--- config.mk ---
export PLATFORM = sky130hd
export DESIGN_NAME = ssint_endpoint
export DESIGN_NICKNAME = d
export VERILOG_FILES = /design/src/ssint_pkg.sv /design/src/ssint_interval_timer.sv /design/src/ssint_endpoint.sv
export SDC_FILE = /design/constraint.sdc
export NUM_CORES = 1
export LEC_CHECK = 0
export ABC_AREA = 1
export BUFFER_PORTS_ARGS = -buffer_cell sky130_fd_sc_hd__buf_4
export CAP_MARGIN = 25
export CORE_ASPECT_RATIO = 0.8
export CORE_MARGIN = 1
export CORE_UTILIZATION = 31
export CTS_CLUSTER_SIZE = 20
export DETAILED_ROUTE_END_ITERATION = 8
export GPL_ROUTABILITY_DRIVEN = 0
export PLACE_DENSITY_LB_ADDON = 0.12
export REMOVE_ABC_BUFFERS = 1
export SYNTH_ARGS = -nofsm -noshare
export SYNTH_HDL_FRONTEND = slang
export SYNTH_SLANG_ARGS = --single-unit
--- constraint.sdc ---
create_clock -name sys_clk -period 8.4 [get_ports sys_clk]
set_clock_uncertainty 0.1 [all_clocks]
set_input_delay 0.42 -clock sys_clk [delete_from_list [all_inputs] [get_ports sys_clk]]
set_output_delay 0.42 -clock sys_clk [all_outputs]
set_load 0.01 [all_outputs]
--- src/ssint_pkg.sv ---
// Purpose: Shared constants for the interrupt endpoint protocol engine.
// Assumes: 250 MHz system clock; APB register access with 32-bit data.
// Notes: Packet kinds are carried as small codes on the link-side ports.
package ssint_pkg;
  localparam int CLK_MHZ = 250;
  localparam int BUS_INTERVAL_US = 125;
  localparam int BUS_INTERVAL_CYC = BUS_INTERVAL_US * CLK_MHZ;
  localparam int PING_TIMEOUT_US = 10;
  localparam int PING_TIMEOUT_CYC = PING_TIMEOUT_US * CLK_MHZ;
  localparam int MAX_BURST = 3;

  localparam int SEQ_W = 5;
  localparam logic [SEQ_W-1:0] SEQ_ONE = 5'h01;
  localparam logic [SEQ_W-1:0] SEQ_ZERO = 5'h00;

  localparam int KIND_W = 3;
  localparam logic [KIND_W-1:0] PKT_ACK = 3'h0;
  localparam logic [KIND_W-1:0] PKT_NRDY = 3'h1;
  localparam logic [KIND_W-1:0] PKT_ERDY = 3'h2;
  localparam logic [KIND_W-1:0] PKT_STALL = 3'h3;
  localparam logic [KIND_W-1:0] PKT_DATA = 3'h4;

  localparam int ADDR_W = 12;
  localparam logic [ADDR_W-1:0] ADDR_CTRL = 12'h000;
  localparam logic [ADDR_W-1:0] ADDR_STAT = 12'h004;
  localparam logic [ADDR_W-1:0] ADDR_INTV = 12'h008;

  localparam int CTRL_HALT = 0;
  localparam int CTRL_IN_READY = 1;
  localparam int CTRL_OUT_READY = 2;
  localparam int CTRL_REINIT = 3;
  localparam logic [3:0] CTRL_RESET = 4'h0;

  localparam int INTV_W = 4;
  localparam logic [INTV_W-1:0] INTV_RESET = 4'h0;

  localparam int STAT_IN_SEQ = 0;
  localparam int STAT_OUT_SEQ = 8;
  localparam int STAT_IN_FLOW = 16;
  localparam int STAT_OUT_FLOW = 17;
  localparam int STAT_HOLD = 18;
  localparam int STAT_COUNT = 20;
endpackage

--- src/ssint_interval_timer.sv ---
// Purpose: Service interval tick from bus intervals of the system clock.
// Assumes: One clock; the exponent selects 2**exponent bus intervals.
// Notes: The tick is a one-cycle enable pulse from a flip-flop.
`timescale 1ns/1ps
module ssint_interval_timer #(
  parameter int BUS_CYC = ssint_pkg::BUS_INTERVAL_CYC
) (
  input wire logic sys_clk,
  input wire logic rst_n,
  input wire logic [ssint_pkg::INTV_W-1:0] exponent,
  output logic sviTick
);
  import ssint_pkg::*;

  logic [31:0] busCnt_reg;
  logic [15:0] sviCnt_reg;
  logic busTick;
  logic [15:0] sviLast;

  generate
    if (BUS_CYC < 2) begin : g_chk
      $error("BUS_CYC must be at least 2");
    end
  endgenerate

  assign busTick = (busCnt_reg == 32'(BUS_CYC - 1));
  assign sviLast = 16'((32'h1 << exponent) - 32'h1);

  // Each bus interval lasts 125 us.
  always_ff @(posedge sys_clk) begin
    if (!rst_n || busTick) begin
      busCnt_reg <= 32'h0;
    end else begin
      busCnt_reg <= busCnt_reg + 32'h1;
    end
  end

  always_ff @(posedge sys_clk) begin
    if (!rst_n) begin
      sviCnt_reg <= 16'h0;
      sviTick <= 1'b0;
    end else begin
      sviTick <= busTick && (sviCnt_reg >= sviLast);
      if (busTick) begin
        sviCnt_reg <= (sviCnt_reg >= sviLast) ? 16'h0 : sviCnt_reg + 16'h1;
      end
    end
  end
endmodule

--- src/ssint_endpoint.sv ---
// Purpose: Device-side protocol engine for one interrupt IN and one OUT endpoint.
// Assumes: Link layer delivers decoded packets; inputs synchronous to sys_clk.
// Notes: APB answers with one wait state; unmapped addresses raise pslverr.
`timescale 1ns/1ps
module ssint_endpoint #(
  parameter int BUS_CYC = ssint_pkg::BUS_INTERVAL_CYC,
  parameter int PING_CYC = ssint_pkg::PING_TIMEOUT_CYC,
  parameter int BURST_LIMIT = ssint_pkg::MAX_BURST
) (
  input wire logic sys_clk,
  input wire logic rst_n,
  input wire logic [ssint_pkg::ADDR_W-1:0] paddr,
  input wire logic psel,
  input wire logic penable,
  input wire logic pwrite,
  input wire logic [31:0] pwdata,
  output logic [31:0] prdata,
  output logic pready,
  output logic pslverr,
  input wire logic rxValid,
  input wire logic [ssint_pkg::KIND_W-1:0] rxKind,
  input wire logic rxDirIn,
  input wire logic [ssint_pkg::SEQ_W-1:0] rxSeq,
  input wire logic [ssint_pkg::SEQ_W-1:0] rxNumP,
  input wire logic rxRetry,
  input wire logic rxDeferred,
  input wire logic rxPayloadOk,
  output logic rxReady,
  output logic txValid,
  output logic [ssint_pkg::KIND_W-1:0] txKind,
  output logic txDirIn,
  output logic [ssint_pkg::SEQ_W-1:0] txSeq,
  output logic [ssint_pkg::SEQ_W-1:0] txNumP,
  output logic txRetry,
  output logic txEob,
  input wire logic txReady,
  output logic linkHoldU0
);
  import ssint_pkg::*;

  typedef enum logic [0:0] {ST_IDLE, ST_BURST} ssint_state_e;

  generate
    if (BURST_LIMIT < 1 || BURST_LIMIT > 3) begin : g_chk
      $error("BURST_LIMIT must be 1 to 3");
    end
    if (PING_CYC < 1) begin : g_chk2
      $error("PING_CYC must be at least 1");
    end
  endgenerate

  localparam logic [1:0] BURST_MAX = 2'(BURST_LIMIT);

  ssint_state_e state_reg, state_next;
  logic [3:0] ctrl_reg;
  logic [INTV_W-1:0] intv_reg;
  logic [SEQ_W-1:0] inSeq_reg, outSeq_reg, burstSeq_reg;
  logic [1:0] burstLeft_reg, sviCount_reg;
  logic inFlow_reg, outFlow_reg;
  logic [31:0] pingCnt_reg;
  logic sviTick, rxFire, txFire, txFree, load;
  logic [KIND_W-1:0] loadKind;
  logic loadDirIn, loadRetry, loadEob;
  logic [SEQ_W-1:0] loadSeq, loadNumP;
  logic setHold, setInFlow, setOutFlow, clrInFlow, clrOutFlow, countPkt, startBurst, outAccept;
  logic [1:0] startLeft, room;
  logic apbAccess, apbHit;
  logic halt, inReady, outReady;

  assign halt = ctrl_reg[CTRL_HALT];
  assign inReady = ctrl_reg[CTRL_IN_READY];
  assign outReady = ctrl_reg[CTRL_OUT_READY];
  assign rxFire = rxValid && rxReady;
  assign txFire = txValid && txReady;
  assign txFree = !txValid || txFire;
  assign room = BURST_MAX - sviCount_reg;

  ssint_interval_timer #(
    .BUS_CYC(BUS_CYC)
  ) u_timer (
    .sys_clk(sys_clk),
    .rst_n(rst_n),
    .exponent(intv_reg),
    .sviTick(sviTick)
  );

  // Decides the single response packet loaded into the transmit slot.
  always_comb begin
    load = 1'b0;
    loadKind = PKT_ACK;
    loadDirIn = 1'b0;
    loadSeq = SEQ_ZERO;
    loadNumP = SEQ_ZERO;
    loadRetry = 1'b0;
    loadEob = 1'b0;
    setHold = 1'b0;
    setInFlow = 1'b0;
    setOutFlow = 1'b0;
    clrInFlow = 1'b0;
    clrOutFlow = 1'b0;
    countPkt = 1'b0;
    startBurst = 1'b0;
    startLeft = 2'h0;
    outAccept = 1'b0;
    state_next = state_reg;
    if (rxFire && rxKind == PKT_ACK && rxDirIn) begin
      load = 1'b1;
      loadDirIn = 1'b1;
      if (halt) begin
        loadKind = PKT_STALL;
      end else if (rxDeferred) begin
        loadKind = inReady ? PKT_ERDY : PKT_NRDY;
        setHold = inReady;
        setInFlow = !inReady;
      end else if (!inReady) begin
        loadKind = PKT_NRDY;
        setInFlow = 1'b1;
      end else if (rxNumP == SEQ_ZERO || room == 2'h0) begin
        load = 1'b0;
      end else begin
        load = 1'b0;
        startBurst = 1'b1;
        startLeft = (rxNumP < SEQ_WIDEN(room)) ? rxNumP[1:0] : room;
        state_next = ST_BURST;
      end
    end else if (rxFire && rxKind == PKT_DATA && !rxDirIn) begin
      load = 1'b1;
      if (halt) begin
        loadKind = PKT_STALL;
      end else if (rxDeferred) begin
        loadKind = outReady ? PKT_ERDY : PKT_NRDY;
        setHold = outReady;
        setOutFlow = !outReady;
      end else if (!outReady) begin
        loadKind = PKT_NRDY;
        setOutFlow = 1'b1;
      end else if (!rxPayloadOk || rxSeq != outSeq_reg) begin
        loadSeq = outSeq_reg;
        loadNumP = SEQ_ONE;
        loadRetry = 1'b1;
      end else begin
        outAccept = 1'b1;
        countPkt = 1'b1;
        loadSeq = outSeq_reg + SEQ_ONE;
        loadNumP = (room > 2'h1) ? SEQ_WIDEN(room - 2'h1) : SEQ_ZERO;
      end
    end else if (state_reg == ST_BURST && txFree) begin
      load = 1'b1;
      loadKind = PKT_DATA;
      loadDirIn = 1'b1;
      loadSeq = burstSeq_reg;
      loadEob = (burstLeft_reg == 2'h1) && (sviCount_reg + 2'h1 == BURST_MAX);
      countPkt = 1'b1;
      if (burstLeft_reg == 2'h1) begin
        state_next = ST_IDLE;
      end
    end else if (state_reg == ST_IDLE && txFree && !rxValid) begin
      if (inFlow_reg && inReady && !halt) begin
        load = 1'b1;
        loadKind = PKT_ERDY;
        loadDirIn = 1'b1;
        clrInFlow = 1'b1;
      end else if (outFlow_reg && outReady && !halt) begin
        load = 1'b1;
        loadKind = PKT_ERDY;
        clrOutFlow = 1'b1;
      end
    end
  end

  function automatic logic [SEQ_W-1:0] SEQ_WIDEN(input logic [1:0] v);
    return {3'h0, v};
  endfunction

  always_ff @(posedge sys_clk) begin
    if (!rst_n) begin
      txValid <= 1'b0;
      txKind <= PKT_ACK;
      txDirIn <= 1'b0;
      txSeq <= SEQ_ZERO;
      txNumP <= SEQ_ZERO;
      txRetry <= 1'b0;
      txEob <= 1'b0;
    end else if (load) begin
      txValid <= 1'b1;
      txKind <= loadKind;
      txDirIn <= loadDirIn;
      txSeq <= loadSeq;
      txNumP <= loadNumP;
      txRetry <= loadRetry;
      txEob <= loadEob;
    end else if (txFire) begin
      txValid <= 1'b0;
    end
  end

  // Takes a new packet only while idle and the transmit slot stays free.
  always_ff @(posedge sys_clk) begin
    if (!rst_n) begin
      rxReady <= 1'b0;
    end else begin
      rxReady <= (state_next == ST_IDLE) && !load && !rxFire && (!txValid || txFire);
    end
  end

  always_ff @(posedge sys_clk) begin
    if (!rst_n) begin
      state_reg <= ST_IDLE;
      burstSeq_reg <= SEQ_ZERO;
      burstLeft_reg <= 2'h0;
    end else if (ctrl_reg[CTRL_REINIT]) begin
      state_reg <= ST_IDLE;
      burstLeft_reg <= 2'h0;
    end else if (startBurst) begin
      state_reg <= state_next;
      burstSeq_reg <= rxSeq;
      burstLeft_reg <= startLeft;
    end else if (state_reg == ST_BURST && load) begin
      state_reg <= state_next;
      burstSeq_reg <= burstSeq_reg + SEQ_ONE;
      burstLeft_reg <= burstLeft_reg - 2'h1;
    end
  end

  // Sequence tracking; the five-bit OUT counter wraps from 31 to zero by itself, the IN value is copied from rxSeq.
  always_ff @(posedge sys_clk) begin
    if (!rst_n || ctrl_reg[CTRL_REINIT]) begin
      inSeq_reg <= SEQ_ZERO;
      outSeq_reg <= SEQ_ZERO;
    end else begin
      if (rxFire && rxKind == PKT_ACK && rxDirIn && !rxRetry && !rxDeferred) begin
        inSeq_reg <= rxSeq;
      end
      if (outAccept) begin
        outSeq_reg <= outSeq_reg + SEQ_ONE;
      end
    end
  end

  always_ff @(posedge sys_clk) begin
    if (!rst_n || ctrl_reg[CTRL_REINIT]) begin
      sviCount_reg <= 2'h0;
    end else if (sviTick) begin
      sviCount_reg <= countPkt ? 2'h1 : 2'h0;
    end else if (countPkt && sviCount_reg != BURST_MAX) begin
      sviCount_reg <= sviCount_reg + 2'h1;
    end
  end

  // Flow-control flags; a new NRDY wins over the clear.
  always_ff @(posedge sys_clk) begin
    if (!rst_n || ctrl_reg[CTRL_REINIT]) begin
      inFlow_reg <= 1'b0;
      outFlow_reg <= 1'b0;
    end else begin
      inFlow_reg <= setInFlow || (inFlow_reg && !clrInFlow);
      outFlow_reg <= setOutFlow || (outFlow_reg && !clrOutFlow);
    end
  end

  // Holds the link in U0 until the next transaction or the ping timeout.
  always_ff @(posedge sys_clk) begin
    if (!rst_n) begin
      linkHoldU0 <= 1'b0;
      pingCnt_reg <= 32'h0;
    end else if (setHold) begin
      linkHoldU0 <= 1'b1;
      pingCnt_reg <= 32'(PING_CYC);
    end else if (linkHoldU0) begin
      if (rxFire || pingCnt_reg == 32'h1) begin
        linkHoldU0 <= 1'b0;
      end
      pingCnt_reg <= pingCnt_reg - 32'h1;
    end
  end

  assign apbAccess = psel && penable && !pready;
  assign apbHit = (paddr == ADDR_CTRL) || (paddr == ADDR_STAT) || (paddr == ADDR_INTV);

  always_ff @(posedge sys_clk) begin
    if (!rst_n) begin
      ctrl_reg <= CTRL_RESET;
      intv_reg <= INTV_RESET;
    end else begin
      ctrl_reg[CTRL_REINIT] <= 1'b0;
      if (apbAccess && pwrite && paddr == ADDR_CTRL) begin
        ctrl_reg <= pwdata[3:0];
      end
      if (apbAccess && pwrite && paddr == ADDR_INTV) begin
        intv_reg <= pwdata[INTV_W-1:0];
      end
    end
  end

  always_ff @(posedge sys_clk) begin
    if (!rst_n) begin
      pready <= 1'b0;
      pslverr <= 1'b0;
      prdata <= 32'h0;
    end else begin
      pready <= apbAccess;
      pslverr <= apbAccess && !apbHit;
      prdata <= 32'h0;
      if (apbAccess && !pwrite) begin
        case (paddr)
          ADDR_CTRL: prdata <= {28'h0, ctrl_reg};
          ADDR_INTV: prdata <= {28'h0, intv_reg};
          ADDR_STAT: begin
            prdata[STAT_IN_SEQ +: SEQ_W] <= inSeq_reg;
            prdata[STAT_OUT_SEQ +: SEQ_W] <= outSeq_reg;
            prdata[STAT_IN_FLOW] <= inFlow_reg;
            prdata[STAT_OUT_FLOW] <= outFlow_reg;
            prdata[STAT_HOLD] <= linkHoldU0;
            prdata[STAT_COUNT +: 2] <= sviCount_reg;
          end
          default: prdata <= 32'h0;
        endcase
      end
    end
  end
endmodule

* Yosys cells after proc, flatten, opt, wreduce, memory -nomap -nowiden
Cells that the tools add are included.
** Cells by class
- Add/subtract/negate cells :: 10
- $lt $le $gt $ge :: 3
- Equal/unequal tests :: 9
- Shift-type cells :: 1
- Multiplexer cells :: 119
- Bitwise gates (word level) :: 4
- Reduce and logical (&&, ||, !) cells :: 72
** Operator list (count)
- $mux W1 :: 77
- $mux W2 :: 26
- $mux W5 :: 9
- $add A32 B1 Y32 const B :: 1
- $eq A32 B1 Y1 const B :: 1
- $eq A32 B15 Y1 const B :: 1
- $sub A32 B1 Y32 const B :: 1
- $logic_and A1 B1 Y1 :: 31
- $mux W12 :: 2
- $logic_not A1 Y1 :: 17
- $add A16 B1 Y16 const B :: 1
- $ge A16 B16 Y1 :: 1
- $mux W16 :: 1
- $shl A1 B4 Y16 const A :: 1
- $sub A16 B1 Y16 const B :: 1
- $pmux W5 S3 :: 1
- $eq A12 B3 Y1 const B :: 1
- $eq A12 B4 Y1 const B :: 1
- $logic_not A12 Y1 :: 1
- $add A5 B1 Y5 const B :: 2
- $logic_or A1 B1 Y1 :: 10
- $mux W3 :: 3
- $reduce_bool A2 Y1 :: 4
- $reduce_and A2 Y1 :: 3
- other kinds (16) :: 21
** Storage, ports and cells
- Flip-flop bits (word level) :: 164
- Bits of input ports :: 68
- Output and inout bits :: 53
- Word-level logic and storage cells :: 248

* Logic depth before layout (Yosys ltp)
Gate-level depths: netlist (run 1).
- Word-level depth :: 12
- Gate-level depth with buffers :: 20

* By module
Synthesis (run 1) repeated with hierarchy kept, for this count alone.
** Unflattened totals
- Cell total of the unflattened synthesis :: 1306
- Area total of the unflattened synthesis :: 8655.8 um2
** By module, submodules not included
- ssint_endpoint :: instances 1, cells each 756, area each 5233.8 um2, seq. area each 1901.8 um2
- ssint_interval_timer :: instances 1, cells each 550, area each 3422.0 um2, seq. area each 980.9 um2

* Least setup slack after synthesis (run 1)
OpenSTA, ideal clock, no wires.
- Path kind :: flip-flop to flip-flop
- Start :: register intv_reg[3]
- End :: register u_timer.sviCnt_reg[14]
- Setup time :: 120 ps
- Data arrival time :: 2497 ps
- Slack :: 5683 ps
- Cell stages (with the launch flop) :: 18
- Buffers on the path :: 1
- Clock period less this slack :: 2717 ps
- Cells stage by stage :: dfxtp_1 clkbuf_1 nor2_1 nand3_1 ha_1 o21ai_1 a21oi_1 xor2_1 ha_1 nand2_1 inv_1 nand3_1 nor3_2 nand3_1 nand2_1 nand2_1 nand2_1 nor2_1
** Between the ends
- Word-level cells in the longest chain between the ends :: 4
** Ends and longest elaborated chain
- start: declaration :: line ssint_endpoint.sv:56 : logic [INTV_W-1:0] intv_reg;
- start signal: assignment :: line ssint_endpoint.sv:290 : intv_reg <= pwdata[INTV_W-1:0];
- $shl A1 B4 Y16 :: line ssint_interval_timer.sv:27 : assign sviLast = 16'((32'h1 << exponent) - 32'h1);
- $sub A16 B1 Y16 :: line ssint_interval_timer.sv:27
- $ge A16 B16 Y1 :: line ssint_interval_timer.sv:45 : sviCnt_reg <= (sviCnt_reg >= sviLast) ? 16'h0 : sviCnt_reg + 16'h1;
- $mux W16 :: line ssint_interval_timer.sv:45
- end signal: assignment :: line ssint_interval_timer.sv:45
- end: declaration :: line ssint_interval_timer.sv:16 : logic [15:0] sviCnt_reg;
Every way passes these cells.
A chain may end at the register's enable or synchronous reset.

* Final worst setup path (run 1)
- Start :: register intv_reg[3]
- End :: register u_timer.sviCnt_reg[4]
Same word-level chain as after synthesis.

==> results of run 1 <==
[cells by family (layout without fill, tap and decap cells)]
logic type                 after synthesis  after routing
and+or+nand+nor                        694            694
DFF                                    144            144
muxes                                    1              1
other                                    2             21
AOI/OAI and AO/OA                      147            147
buffers and inverters                  202            268
adders and majority gates               30             30
xor gates and xnor gates                32             32
[final timing paths]
path | start | end | slack, ns | depth (start not counted)
max | intv_reg[3]$_SDFFE_PN0P_ | u_timer.sviCnt_reg[4]$_SDFFE_PN0P_ | 5.04 | 16
min | pwdata[3] | ctrl_reg[3]$_SDFF_PN0_ | 0.19 | 3
max reg2reg | intv_reg[3]$_SDFFE_PN0P_ | u_timer.sviCnt_reg[4]$_SDFFE_PN0P_ | 5.04 | 16
min reg2reg | inSeq_reg[4]$_SDFFE_PP0P_ | prdata[4]$_SDFF_PN0_ | 0.34 | 2
[placed cells by master, fill, tap and decap left out, types with 4 or more instances in the layout]
cell type / instances
nand2_1: 266
nor2_1: 208
inv_1: 153
dfxtp_1: 144
nand3_1: 83
a21oi_1: 81
buf_4: 74
o21ai_0: 44
nand4_1: 35
nor3_1: 31
ha_1: 30
xor2_1: 25
conb_1: 21
clkbuf_16: 17
nor2_2: 14
nand2_2: 13
inv_2: 9
or2_2: 8
nor2_4: 8
xnor2_1: 6
nor3_2: 4
nor4_1: 4
a22oi_1: 4
clkinv_2: 4
[power by group]
part | leakage, nW | switching, mW | total [mW] | internal (mW)
Clock | 0.281 | 0.302 | 0.760 | 0.458
Combinational | 2.63 | 0.0386 | 0.0609 | 0.0222
Sequential | 1.16 | 0.00212 | 0.688 | 0.686
Total | 4.07 | 0.343 | 1.51 | 1.17
[critical path, cell delays in order (launching register included)]
cell     delay [ns]
dfxtp_1        0.56
nor2_1         0.14
nand2_1        0.14
ha_1           0.20
o21ai_1        0.12
a21oi_1        0.24
xnor2_1        0.17
ha_1           0.26
nand2_1        0.12
nor2_1         0.06
nor2_1         0.10
nand3_1        0.09
a21oi_2        0.31
nand2_1        0.13
nand2_1        0.17
nand2_1        0.22
nor2_1         0.16
[per-layer routing]
layer / part of all wire, % / vias up / global-route usage [%]
li1: - / 4128 / -
met4: 0.73 / 0 / 3.84
met2: 40 / 180 / 24.2
met1: 54 / 3493 / 27.6
met3: 5.0 / 9 / 3.88
met5: 0 / - / 0
[cell type report]
| class | count | area, sq um | area share (%) |
|---|---|---|---|
| Tap cell | 357 | 447 | 4.58 |
| Inverter | 163 | 612 | 6.27 |
| Sequential cell | 144 | 2880 | 29.6 |
| Timing Repair Buffer | 74 | 556 | 5.70 |
| Clock buffer | 21 | 470 | 4.82 |
| Clock inverter | 10 | 111 | 1.14 |
| Multi-Input combinational cell | 925 | 4680 | 47.9 |
==> run_summary.xml, run 1 <==
<?xml version="1.0" encoding="UTF-8"?>
<metrics>
  <group name="detailed_routing">
    <metric name="vias" unit="">7810</metric>
    <metric name="detail_route.vias_per_cell" unit="">4.61</metric>
    <metric name="drtPass1Iterations" unit="">5</metric>
    <metric name="ant_nets" unit="">0</metric>
    <metric name="drt_wl_total" unit="microns">23400</metric>
    <metric name="post-route-drc-count" unit="">0</metric>
    <metric name="wl_per_cell" unit="microns">13.8</metric>
    <metric name="initialDrtViolationCount" unit="">571</metric>
  </group>
  <group name="sta">
    <metric name="max_slew.worst_pin.slew" unit="ns">0.705</metric>
    <metric name="final_critical_period" unit="ns">3.36</metric>
    <metric name="hold_slack" unit="ns">0.189</metric>
    <metric name="tns" unit="ns">0</metric>
    <metric name="hold_violations" unit="">0</metric>
    <metric name="drv_slew" unit="">0</metric>
    <metric name="post-route-worst-setup-slack" unit="ns">5.04</metric>
    <metric name="timing.fmax" unit="MHz">298</metric>
    <metric name="final_setup_fails" unit="">0</metric>
    <metric name="grt_setup_unrepaired" unit="">no</metric>
    <metric name="relSlewSlack" unit="%">52.9</metric>
    <metric name="final_min_period_over_clock_period" unit="%">40.0</metric>
  </group>
  <group name="place">
    <metric name="placed_cells" unit="">1663</metric>
    <metric name="placement.cell_area" unit="sq um">9170</metric>
    <metric name="dp_hpwl" unit="microns">18200</metric>
    <metric name="numPortBuffers" unit="">72</metric>
    <metric name="preCtsSetupSlack" unit="ns">5.13</metric>
  </group>
  <group name="outcome">
    <metric name="status" unit="">finished clean</metric>
  </group>
  <group name="cts">
    <metric name="tritoncts" unit="">built</metric>
    <metric name="cts-resized-gates" unit="">0</metric>
    <metric name="cts-root-to-sink-buffers" unit="">2</metric>
    <metric name="tritoncts.num_buffers" unit="">17</metric>
    <metric name="htreeDepth" unit="">4</metric>
    <metric name="clock_tree.root_cell" unit="">clkbuf_16</metric>
    <metric name="clkLatencyLatePin" unit="ns">0.43</metric>
    <metric name="cts.sink_count" unit="">144</metric>
    <metric name="cts.repair_timing.setup_buffer_count" unit="">0</metric>
    <metric name="holdBufCountCts" unit="">0</metric>
    <metric name="worst_setup_hold_path_clk_slew" unit="ns">0.06</metric>
  </group>
  <group name="yosys">
    <metric name="synth_edf_count" unit="">0</metric>
    <metric name="post_synth_xor_area_fraction" unit="%">3.45</metric>
    <metric name="yosys.area.top_type_share" unit="%">34.5</metric>
    <metric name="postSynth.asyncResetShare" unit="%">0</metric>
    <metric name="post-synth-top-count-cell" unit="">nand2_1</metric>
    <metric name="synth-seq-cells" unit="">144</metric>
    <metric name="seq_area_frac_synth" unit="%">34.5</metric>
    <metric name="synth_commonest_cells" unit="">266 x nand2_1, 208 x nor2_1, 153 x inv_1, 144 x dfxtp_1, 83 x nand3_1</metric>
    <metric name="synth_compound_area_share" unit="%">9.52</metric>
    <metric name="ranking_of_synthesized_cells_by_area" unit="">dfxtp_1 35%, nand2_1 12%, nor2_1 9.4%</metric>
    <metric name="number_of_distinct_library_cell_variants_in_the_gate_level_netlist_after_synthesis" unit="">51</metric>
    <metric name="synth_cells" unit="">1252</metric>
    <metric name="synth_top_family_by_area" unit="">simple AND/OR/NAND/NOR gates</metric>
    <metric name="synth_area" unit="sq um">8350</metric>
    <metric name="synth_flop_type" unit="">dfxtp_1</metric>
    <metric name="fraction_of_the_mapped_netlist_area_in_simple_logic_gates" unit="%">37.5</metric>
    <metric name="syn_avg_cell_area" unit="sq um">6.67</metric>
    <metric name="synth_adder_area_share" unit="%">4.50</metric>
    <metric name="ys.warnings.count" unit="">0</metric>
    <metric name="synth.mux.area_fraction" unit="%">0.120</metric>
    <metric name="netlist.top_cell.by_area" unit="">dfxtp_1</metric>
  </group>
  <group name="die">
    <metric name="fp.coreArea" unit="sq um">26400</metric>
    <metric name="floorplan.initialDensity" unit="%">31.6</metric>
    <metric name="rows" unit="">53</metric>
    <metric name="design.die.area" unit="sq um">27600</metric>
    <metric name="chipHeight" unit="microns">149</metric>
    <metric name="boundaryPins" unit="">121</metric>
    <metric name="dieWidth" unit="microns">185</metric>
  </group>
  <group name="critical_path">
    <metric name="worst-endpoint-required" unit="ns">8.66</metric>
    <metric name="path_max_fanout" unit="">12</metric>
    <metric name="path_class" unit="">reg2reg</metric>
    <metric name="critical_path.startpoint_type" unit="">flop</metric>
    <metric name="timing.critical_path.to_type" unit="">flop</metric>
    <metric name="timing.critical_path.arrival" unit="ns">3.62</metric>
  </group>
  <group name="final_layout">
    <metric name="final_design_area_no_fill" unit="sq um">9750</metric>
    <metric name="final_layout_size_suffix_gt1_share" unit="%">12.9</metric>
    <metric name="finalNetCount" unit="">1423</metric>
    <metric name="final_cells" unit="">1694</metric>
    <metric name="fillCellCount" unit="">2928</metric>
    <metric name="flow.area_growth_from_synthesis" unit="%">16.8</metric>
    <metric name="post-route-util" unit="%">37.0</metric>
    <metric name="antenna_fix_cells" unit="">0</metric>
  </group>
  <group name="job">
    <metric name="cap_viol_max_count" unit="">0</metric>
  </group>
  <group name="power">
    <metric name="power.density_cell_area" unit="nW/um^2">155</metric>
    <metric name="vdd.ir_drop.worst" unit="uV">140</metric>
    <metric name="leakagePower" unit="nW">4.07</metric>
    <metric name="power_after_layout" unit="mW">1.51</metric>
  </group>
  <group name="global_routing">
    <metric name="grt_total_ovfl" unit="">0</metric>
    <metric name="grt_start_max_net_pins" unit="">31</metric>
    <metric name="groute.usage.overall" unit="%">17.7</metric>
    <metric name="grt_pass1_vias" unit="">7088</metric>
    <metric name="antenna_found_initial" unit="">0</metric>
    <metric name="grt_pass1_wl" unit="microns">37800</metric>
  </group>
  <group name="hold_path">
    <metric name="worst_hold_path_type" unit="">in2reg</metric>
  </group>
</metrics>
(Power assumes the default switching activity.)
==> run 2, diff against run 1 <==
==> constraint.sdc (replaced) <==
create_clock -name sys_clk -period 3.4 [get_ports sys_clk]
set_clock_uncertainty 0.1 [all_clocks]
set_input_delay 0.17 -clock sys_clk [delete_from_list [all_inputs] [get_ports sys_clk]]
set_output_delay 0.17 -clock sys_clk [all_outputs]
set_load 0.01 [all_outputs]
==> run_summary.xml, run 2 (synthesis results as in run 1) <==
<?xml version="1.0" encoding="UTF-8"?>
<metrics>
  <group name="detailed_routing">
    <metric name="vias" unit="">7956</metric>
    <metric name="post-route-drc-count" unit="">0</metric>
    <metric name="drtPass1Iterations" unit="">5</metric>
    <metric name="drt_wl_total" unit="microns">23800</metric>
    <metric name="drt-met1-wl" unit="microns">12900</metric>
    <metric name="detail_route.vias_per_cell" unit="">4.64</metric>
    <metric name="top_signal_layer_used" unit="">met4</metric>
    <metric name="met3RoutedLength" unit="microns">1120</metric>
    <metric name="wl_per_cell" unit="microns">13.9</metric>
    <metric name="ant_nets" unit="">0</metric>
    <metric name="met2_wl" unit="microns">9530</metric>
    <metric name="initialDrtViolationCount" unit="">576</metric>
  </group>
  <group name="cts">
    <metric name="clkLatencyLatePin" unit="ns">0.43</metric>
    <metric name="tritoncts.num_buffers" unit="">17</metric>
    <metric name="cts.sink_count" unit="">144</metric>
    <metric name="cts-root-to-sink-buffers" unit="">2</metric>
    <metric name="worst_setup_hold_path_clk_slew" unit="ns">0.06</metric>
    <metric name="clock_tree.root_cell" unit="">clkbuf_16</metric>
    <metric name="htreeDepth" unit="">4</metric>
    <metric name="cts.repair_timing.setup_buffer_count" unit="">0</metric>
    <metric name="tritoncts" unit="">built</metric>
  </group>
  <group name="sta">
    <metric name="hold_slack" unit="ns">0.0373</metric>
    <metric name="tns" unit="ns">0</metric>
    <metric name="final_min_period_over_clock_period" unit="%">87.8</metric>
    <metric name="relSlewSlack" unit="%">53.0</metric>
    <metric name="max_slew.worst_pin.slew" unit="ns">0.702</metric>
    <metric name="drv_slew" unit="">0</metric>
    <metric name="final_critical_period" unit="ns">2.99</metric>
    <metric name="hold_violations" unit="">0</metric>
    <metric name="grt_setup_unrepaired" unit="">no</metric>
    <metric name="final_setup_fails" unit="">0</metric>
    <metric name="timing.fmax" unit="MHz">335</metric>
  </group>
  <group name="critical_path">
    <metric name="critical_path.startpoint_type" unit="">flop</metric>
    <metric name="slowest_stage_delay_on_critical_path" unit="ns">0.38</metric>
    <metric name="worst-endpoint-required" unit="ns">3.60</metric>
    <metric name="path_max_fanout" unit="">9</metric>
    <metric name="worst-path-buf-inv" unit="">1</metric>
    <metric name="path_class" unit="">reg2reg</metric>
    <metric name="critical_path.cell_chain" unit="">nor2_1 -&gt; nand3_1 -&gt; ha_1 -&gt; o21ai_1 -&gt; a21oi_1 -&gt; xor2_1 -&gt; ha_1 -&gt; nand2_1 -&gt; inv_1 -&gt; nand3_1 -&gt; nor3_2 -&gt; nand3_2 -&gt; nand2_1 -&gt; nand2_1 -&gt; nand2_1 -&gt; nor2_1</metric>
    <metric name="timing.critical_path.arrival" unit="ns">3.19</metric>
    <metric name="crit_path_max_delay_cell_type" unit="">dfxtp_1</metric>
    <metric name="cp_top_family" unit="">simple AND/OR/NAND/NOR gates</metric>
    <metric name="worst_path_most_repeated_cell" unit="">nand2_1</metric>
    <metric name="timing.critical_path.to_type" unit="">flop</metric>
  </group>
  <group name="final_layout">
    <metric name="final_layout_size_suffix_gt1_share" unit="%">13.0</metric>
    <metric name="flow.area_growth_from_synthesis" unit="%">19.3</metric>
    <metric name="layout_common_cells" unit="">266 x nand2_1, 208 x nor2_1, 153 x inv_1</metric>
    <metric name="final_cells" unit="">1714</metric>
    <metric name="layout_commonest_cell" unit="">nand2_1</metric>
    <metric name="finalNetCount" unit="">1443</metric>
    <metric name="antenna_fix_cells" unit="">0</metric>
  </group>
  <group name="die">
    <metric name="rows" unit="">53</metric>
    <metric name="design.die.area" unit="sq um">27600</metric>
    <metric name="floorplan.initialDensity" unit="%">31.6</metric>
    <metric name="fp.coreArea" unit="sq um">26400</metric>
    <metric name="chipHeight" unit="microns">149</metric>
    <metric name="dieWidth" unit="microns">185</metric>
    <metric name="boundaryPins" unit="">121</metric>
  </group>
  <group name="power">
    <metric name="leakagePower" unit="nW">4.18</metric>
    <metric name="power.density_cell_area" unit="nW/um^2">382</metric>
    <metric name="vdd.ir_drop.worst" unit="uV">341</metric>
  </group>
  <group name="global_routing">
    <metric name="grt_total_ovfl" unit="">0</metric>
    <metric name="grt_pass1_wl" unit="microns">38200</metric>
    <metric name="antenna_found_initial" unit="">0</metric>
    <metric name="grt_start_max_net_pins" unit="">31</metric>
    <metric name="groute.usage.overall" unit="%">17.9</metric>
    <metric name="grt_pass1_vias" unit="">7157</metric>
  </group>
  <group name="place">
    <metric name="numPortBuffers" unit="">72</metric>
    <metric name="dp_hpwl" unit="microns">18700</metric>
    <metric name="placed_cells" unit="">1667</metric>
  </group>
  <group name="outcome">
    <metric name="status" unit="">finished clean</metric>
  </group>
  <group name="hold_path">
    <metric name="worst_hold_path_type" unit="">in2reg</metric>
  </group>
  <group name="job">
    <metric name="cap_viol_max_count" unit="">0</metric>
  </group>
</metrics>
==> run 2: tightest hold or removal path: stages <==
cell and delay (ns):
buf_4 0.10, nor2_1 0.05, nand2_1 0.14, nor2_1 0.06
==> run 2: final cells by class <==
cell class,instances,area [sq um]
Tap cell,357,447
Clock buffer,22,464
Timing Repair Buffer,94,746
Sequential cell,144,2880
Inverter,163,612
Multi-Input combinational cell,925,4680
Fill cell,2899,16400
Clock inverter,9,133
==> run 2: timing repair <==
item	4_1_cts	5_1_grt
endpoints found under the hold margin	15	0
hold buffers	16	0
resized for setup	0	1
setup endpoints to repair	0	7
==> run 2: worst paths after layout <==
path / startpoint / endpoint / slack [ns] / cells after the start
worst max-delay path: intv_reg[2]$_SDFFE_PN0P_ / u_timer.sviCnt_reg[5]$_SDFFE_PN0P_ / 0.41 / 16
worst min-delay path: pwrite / prdata[2]$_SDFF_PN0_ / 0.04 / 4
worst max register to register: intv_reg[2]$_SDFFE_PN0P_ / u_timer.sviCnt_reg[5]$_SDFFE_PN0P_ / 0.41 / 16
worst min register to register: inSeq_reg[4]$_SDFFE_PP0P_ / prdata[4]$_SDFF_PN0_ / 0.33 / 2
==> run 2: stage by stage <==
| stage | power, mW | setup slack (ns) | area, sq um | util (%) |
|---|---|---|---|---|
| 5_1_grt | 3.95 | 0.0848 | 9960 | 37.8 |
| 6_report | 3.80 | 0.414 | 9960 | 37.8 |
| 3_5_place_dp | 1.89 | 0.325 | 9200 | 34.9 |
| 4_1_cts | 3.86 | 0.305 | 9960 | 37.7 |
| 3_3_place_gp | 1.89 | 0.355 | 9200 | 34.9 |
| 2_1_floorplan | 1.81 | 0.783 | 8170 | - |
==> run 2: report_power, final <==
group	switching (mW)	internal, mW
clock network	0.751	1.19
registers	0.00535	1.69
logic	0.0993	0.0652
==> run 2: per-layer routing <==
metal | track usage, % | vias to the layer above
met5 | 0 | -
met4 | 4.92 | 0
met3 | 3.08 | 15
met2 | 24.9 | 182
met1 | 27.8 | 3587
li1 | - | 4172
==> run 3, diff against run 2 <==
--- a/config.mk
+++ b/config.mk
@@ -14,7 +14,6 @@
 export CTS_CLUSTER_SIZE = 20
 export DETAILED_ROUTE_END_ITERATION = 8
 export GPL_ROUTABILITY_DRIVEN = 0
-export PLACE_DENSITY_LB_ADDON = 0.12
 export REMOVE_ABC_BUFFERS = 1
 export SYNTH_ARGS = -nofsm -noshare
 export SYNTH_HDL_FRONTEND = slang
==> run_summary.xml, run 3 (synthesis results as in run 1) <==
<?xml version="1.0" encoding="UTF-8"?>
<metrics>
  <group name="outcome">
    <metric name="status" unit="">finished clean</metric>
  </group>
  <group name="detailed_routing">
    <metric name="top_signal_layer_used" unit="">met4</metric>
    <metric name="drtPass1Iterations" unit="">5</metric>
    <metric name="met2_wl" unit="microns">9040</metric>
    <metric name="wl_per_cell" unit="microns">12.6</metric>
    <metric name="met3RoutedLength" unit="microns">1060</metric>
    <metric name="drt-met1-wl" unit="microns">11400</metric>
    <metric name="post-route-drc-count" unit="">0</metric>
    <metric name="initialDrtViolationCount" unit="">525</metric>
    <metric name="drt_wl_total" unit="microns">21700</metric>
    <metric name="vias" unit="">7952</metric>
    <metric name="ant_nets" unit="">0</metric>
    <metric name="detail_route.vias_per_cell" unit="">4.64</metric>
  </group>
  <group name="global_routing">
    <metric name="grt_total_ovfl" unit="">0</metric>
    <metric name="grt_start_max_net_pins" unit="">31</metric>
    <metric name="groute.usage.overall" unit="%">16.2</metric>
    <metric name="antenna_found_initial" unit="">0</metric>
    <metric name="grt_pass1_vias" unit="">7031</metric>
    <metric name="grt_pass1_wl" unit="microns">35300</metric>
  </group>
  <group name="cts">
    <metric name="clkLatencyLatePin" unit="ns">0.42</metric>
    <metric name="cts-resized-gates" unit="">0</metric>
    <metric name="tritoncts.num_buffers" unit="">17</metric>
    <metric name="clock_tree.root_cell" unit="">clkbuf_16</metric>
    <metric name="tritoncts" unit="">built</metric>
    <metric name="cts.sink_count" unit="">144</metric>
    <metric name="worst_setup_hold_path_clk_slew" unit="ns">0.06</metric>
    <metric name="cts-root-to-sink-buffers" unit="">2</metric>
    <metric name="htreeDepth" unit="">4</metric>
  </group>
  <group name="die">
    <metric name="dieWidth" unit="microns">185</metric>
    <metric name="chipHeight" unit="microns">149</metric>
    <metric name="fp.coreArea" unit="sq um">26400</metric>
    <metric name="rows" unit="">53</metric>
    <metric name="boundaryPins" unit="">121</metric>
    <metric name="design.die.area" unit="sq um">27600</metric>
    <metric name="floorplan.initialDensity" unit="%">31.6</metric>
  </group>
  <group name="place">
    <metric name="placement.cell_area" unit="sq um">9210</metric>
    <metric name="numPortBuffers" unit="">72</metric>
    <metric name="dp_hpwl" unit="microns">16700</metric>
  </group>
  <group name="critical_path">
    <metric name="timing.critical_path.to_type" unit="">flop</metric>
    <metric name="worst-endpoint-required" unit="ns">3.65</metric>
    <metric name="worst_path_most_repeated_cell" unit="">nand2_1</metric>
    <metric name="path_class" unit="">reg2reg</metric>
    <metric name="critical_path.cell_chain" unit="">nor2_1 -&gt; nand2_1 -&gt; ha_1 -&gt; o21ai_1 -&gt; a21oi_1 -&gt; xor2_1 -&gt; ha_1 -&gt; nand2_1 -&gt; inv_1 -&gt; nand2_1 -&gt; nand2_1 -&gt; nand2_1 -&gt; nand3_1 -&gt; a21oi_2 -&gt; nand2_1 -&gt; nand2_1 -&gt; nand2_1 -&gt; nor2_1</metric>
    <metric name="depth_of_the_critical_timing_path_with_buffers_and_inverters_included" unit="">18</metric>
    <metric name="timing.critical_path.arrival" unit="ns">3.26</metric>
    <metric name="worst-path-buf-inv" unit="">1</metric>
    <metric name="reg2reg_depth" unit="">18</metric>
    <metric name="slowest_stage_delay_on_critical_path" unit="ns">0.52</metric>
    <metric name="critical_path.startpoint_type" unit="">flop</metric>
    <metric name="crit_path_max_delay_cell_type" unit="">dfxtp_1</metric>
    <metric name="cp_top_family" unit="">simple AND/OR/NAND/NOR gates</metric>
    <metric name="path_max_fanout" unit="">12</metric>
  </group>
  <group name="final_layout">
    <metric name="post-route-util" unit="%">37.6</metric>
    <metric name="fillCellCount" unit="">2848</metric>
    <metric name="layout_common_cells" unit="">266 x nand2_1, 208 x nor2_1, 153 x inv_1</metric>
    <metric name="final_layout_size_suffix_gt1_share" unit="%">13.0</metric>
    <metric name="antenna_fix_cells" unit="">0</metric>
    <metric name="finalNetCount" unit="">1442</metric>
    <metric name="flow.area_growth_from_synthesis" unit="%">19.0</metric>
    <metric name="final_design_area_no_fill" unit="sq um">9930</metric>
    <metric name="layout_commonest_cell" unit="">nand2_1</metric>
  </group>
  <group name="sta">
    <metric name="final_setup_fails" unit="">0</metric>
    <metric name="hold_violations" unit="">0</metric>
    <metric name="grt_setup_unrepaired" unit="">no</metric>
    <metric name="max_slew.worst_pin.slew" unit="ns">0.625</metric>
    <metric name="relSlewSlack" unit="%">58.2</metric>
    <metric name="timing.fmax" unit="MHz">333</metric>
    <metric name="drv_slew" unit="">0</metric>
    <metric name="final_critical_period" unit="ns">3.00</metric>
    <metric name="final_min_period_over_clock_period" unit="%">88.3</metric>
    <metric name="tns" unit="ns">0</metric>
  </group>
  <group name="job">
    <metric name="cap_viol_max_count" unit="">0</metric>
  </group>
  <group name="power">
    <metric name="leakagePower" unit="nW">4.16</metric>
    <metric name="vdd.ir_drop.worst" unit="uV">313</metric>
    <metric name="power.density_cell_area" unit="nW/um^2">377</metric>
    <metric name="power_after_layout" unit="mW">3.74</metric>
  </group>
  <group name="hold_path">
    <metric name="worst_hold_stages" unit="">4</metric>
    <metric name="worst_hold_path_type" unit="">in2reg</metric>
  </group>
</metrics>
==> run 3: power by group <==
group          internal [mW]  switching (mW)
combinational         0.0657          0.0978
clock                   1.14           0.741
sequential              1.69         0.00568
==> run 3: timing repair <==
item                                   in CTS  in global routing
endpoints found under the hold margin      14                  0
hold buffers                               14                  0
setup buffers                               0                  0
==> run 3: worst paths after layout <==
check	start	to	slack (ns)
max	intv_reg[3]$_SDFFE_PN0P_	u_timer.sviCnt_reg[4]$_SDFFE_PN0P_	0.40
min reg2reg	inSeq_reg[4]$_SDFFE_PP0P_	prdata[4]$_SDFF_PN0_	0.35
max reg2reg	intv_reg[3]$_SDFFE_PN0P_	u_timer.sviCnt_reg[4]$_SDFFE_PN0P_	0.40
min	rxDeferred	inSeq_reg[1]$_SDFFE_PP0P_	0.03
==> run 3: final cells by class <==
type | instances | area [sq um] | area share (%)
clock buffers | 23 | 478 | 4.81
clock inverters | 8 | 105 | 1.06
inverters | 163 | 612 | 6.16
multi-input cells | 925 | 4680 | 47.1
flip-flops and latches | 144 | 2880 | 29.0
well taps | 357 | 447 | 4.50
repair buffers | 93 | 733 | 7.38
==> run 3: worst reg2reg max path, stage by stage, from the launching register on <==
cell	delay (ns)
dfxtp_1	0.52
nor2_1	0.13
nand2_1	0.13
ha_1	0.20
o21ai_1	0.13
a21oi_1	0.16
xor2_1	0.23
ha_1	0.27
nand2_1	0.07
inv_1	0.05
nand2_1	0.05
nand2_1	0.05
nand2_1	0.06
nand3_1	0.08
a21oi_2	0.12
nand2_1	0.09
nand2_1	0.13
nand2_1	0.19
nor2_1	0.16
==> run 3: routing by layer <==
layer,GRT usage (%),vias up
met1,24.1,3597
li1,-,4166
met3,3.93,11
met4,3.55,0
met5,0,-
met2,23.1,178
==> run 3: through the flow <==
step,instances,hold slack (ns),setup WS (ns)
finish,1713,0.0309,0.398
global route,1713,0.00483,0.0732
CTS,1713,0.00870,0.386
detailed placement,1668,0.340,0.424
global placement,1668,0.336,0.526
floorplan,1232,0.168,0.783
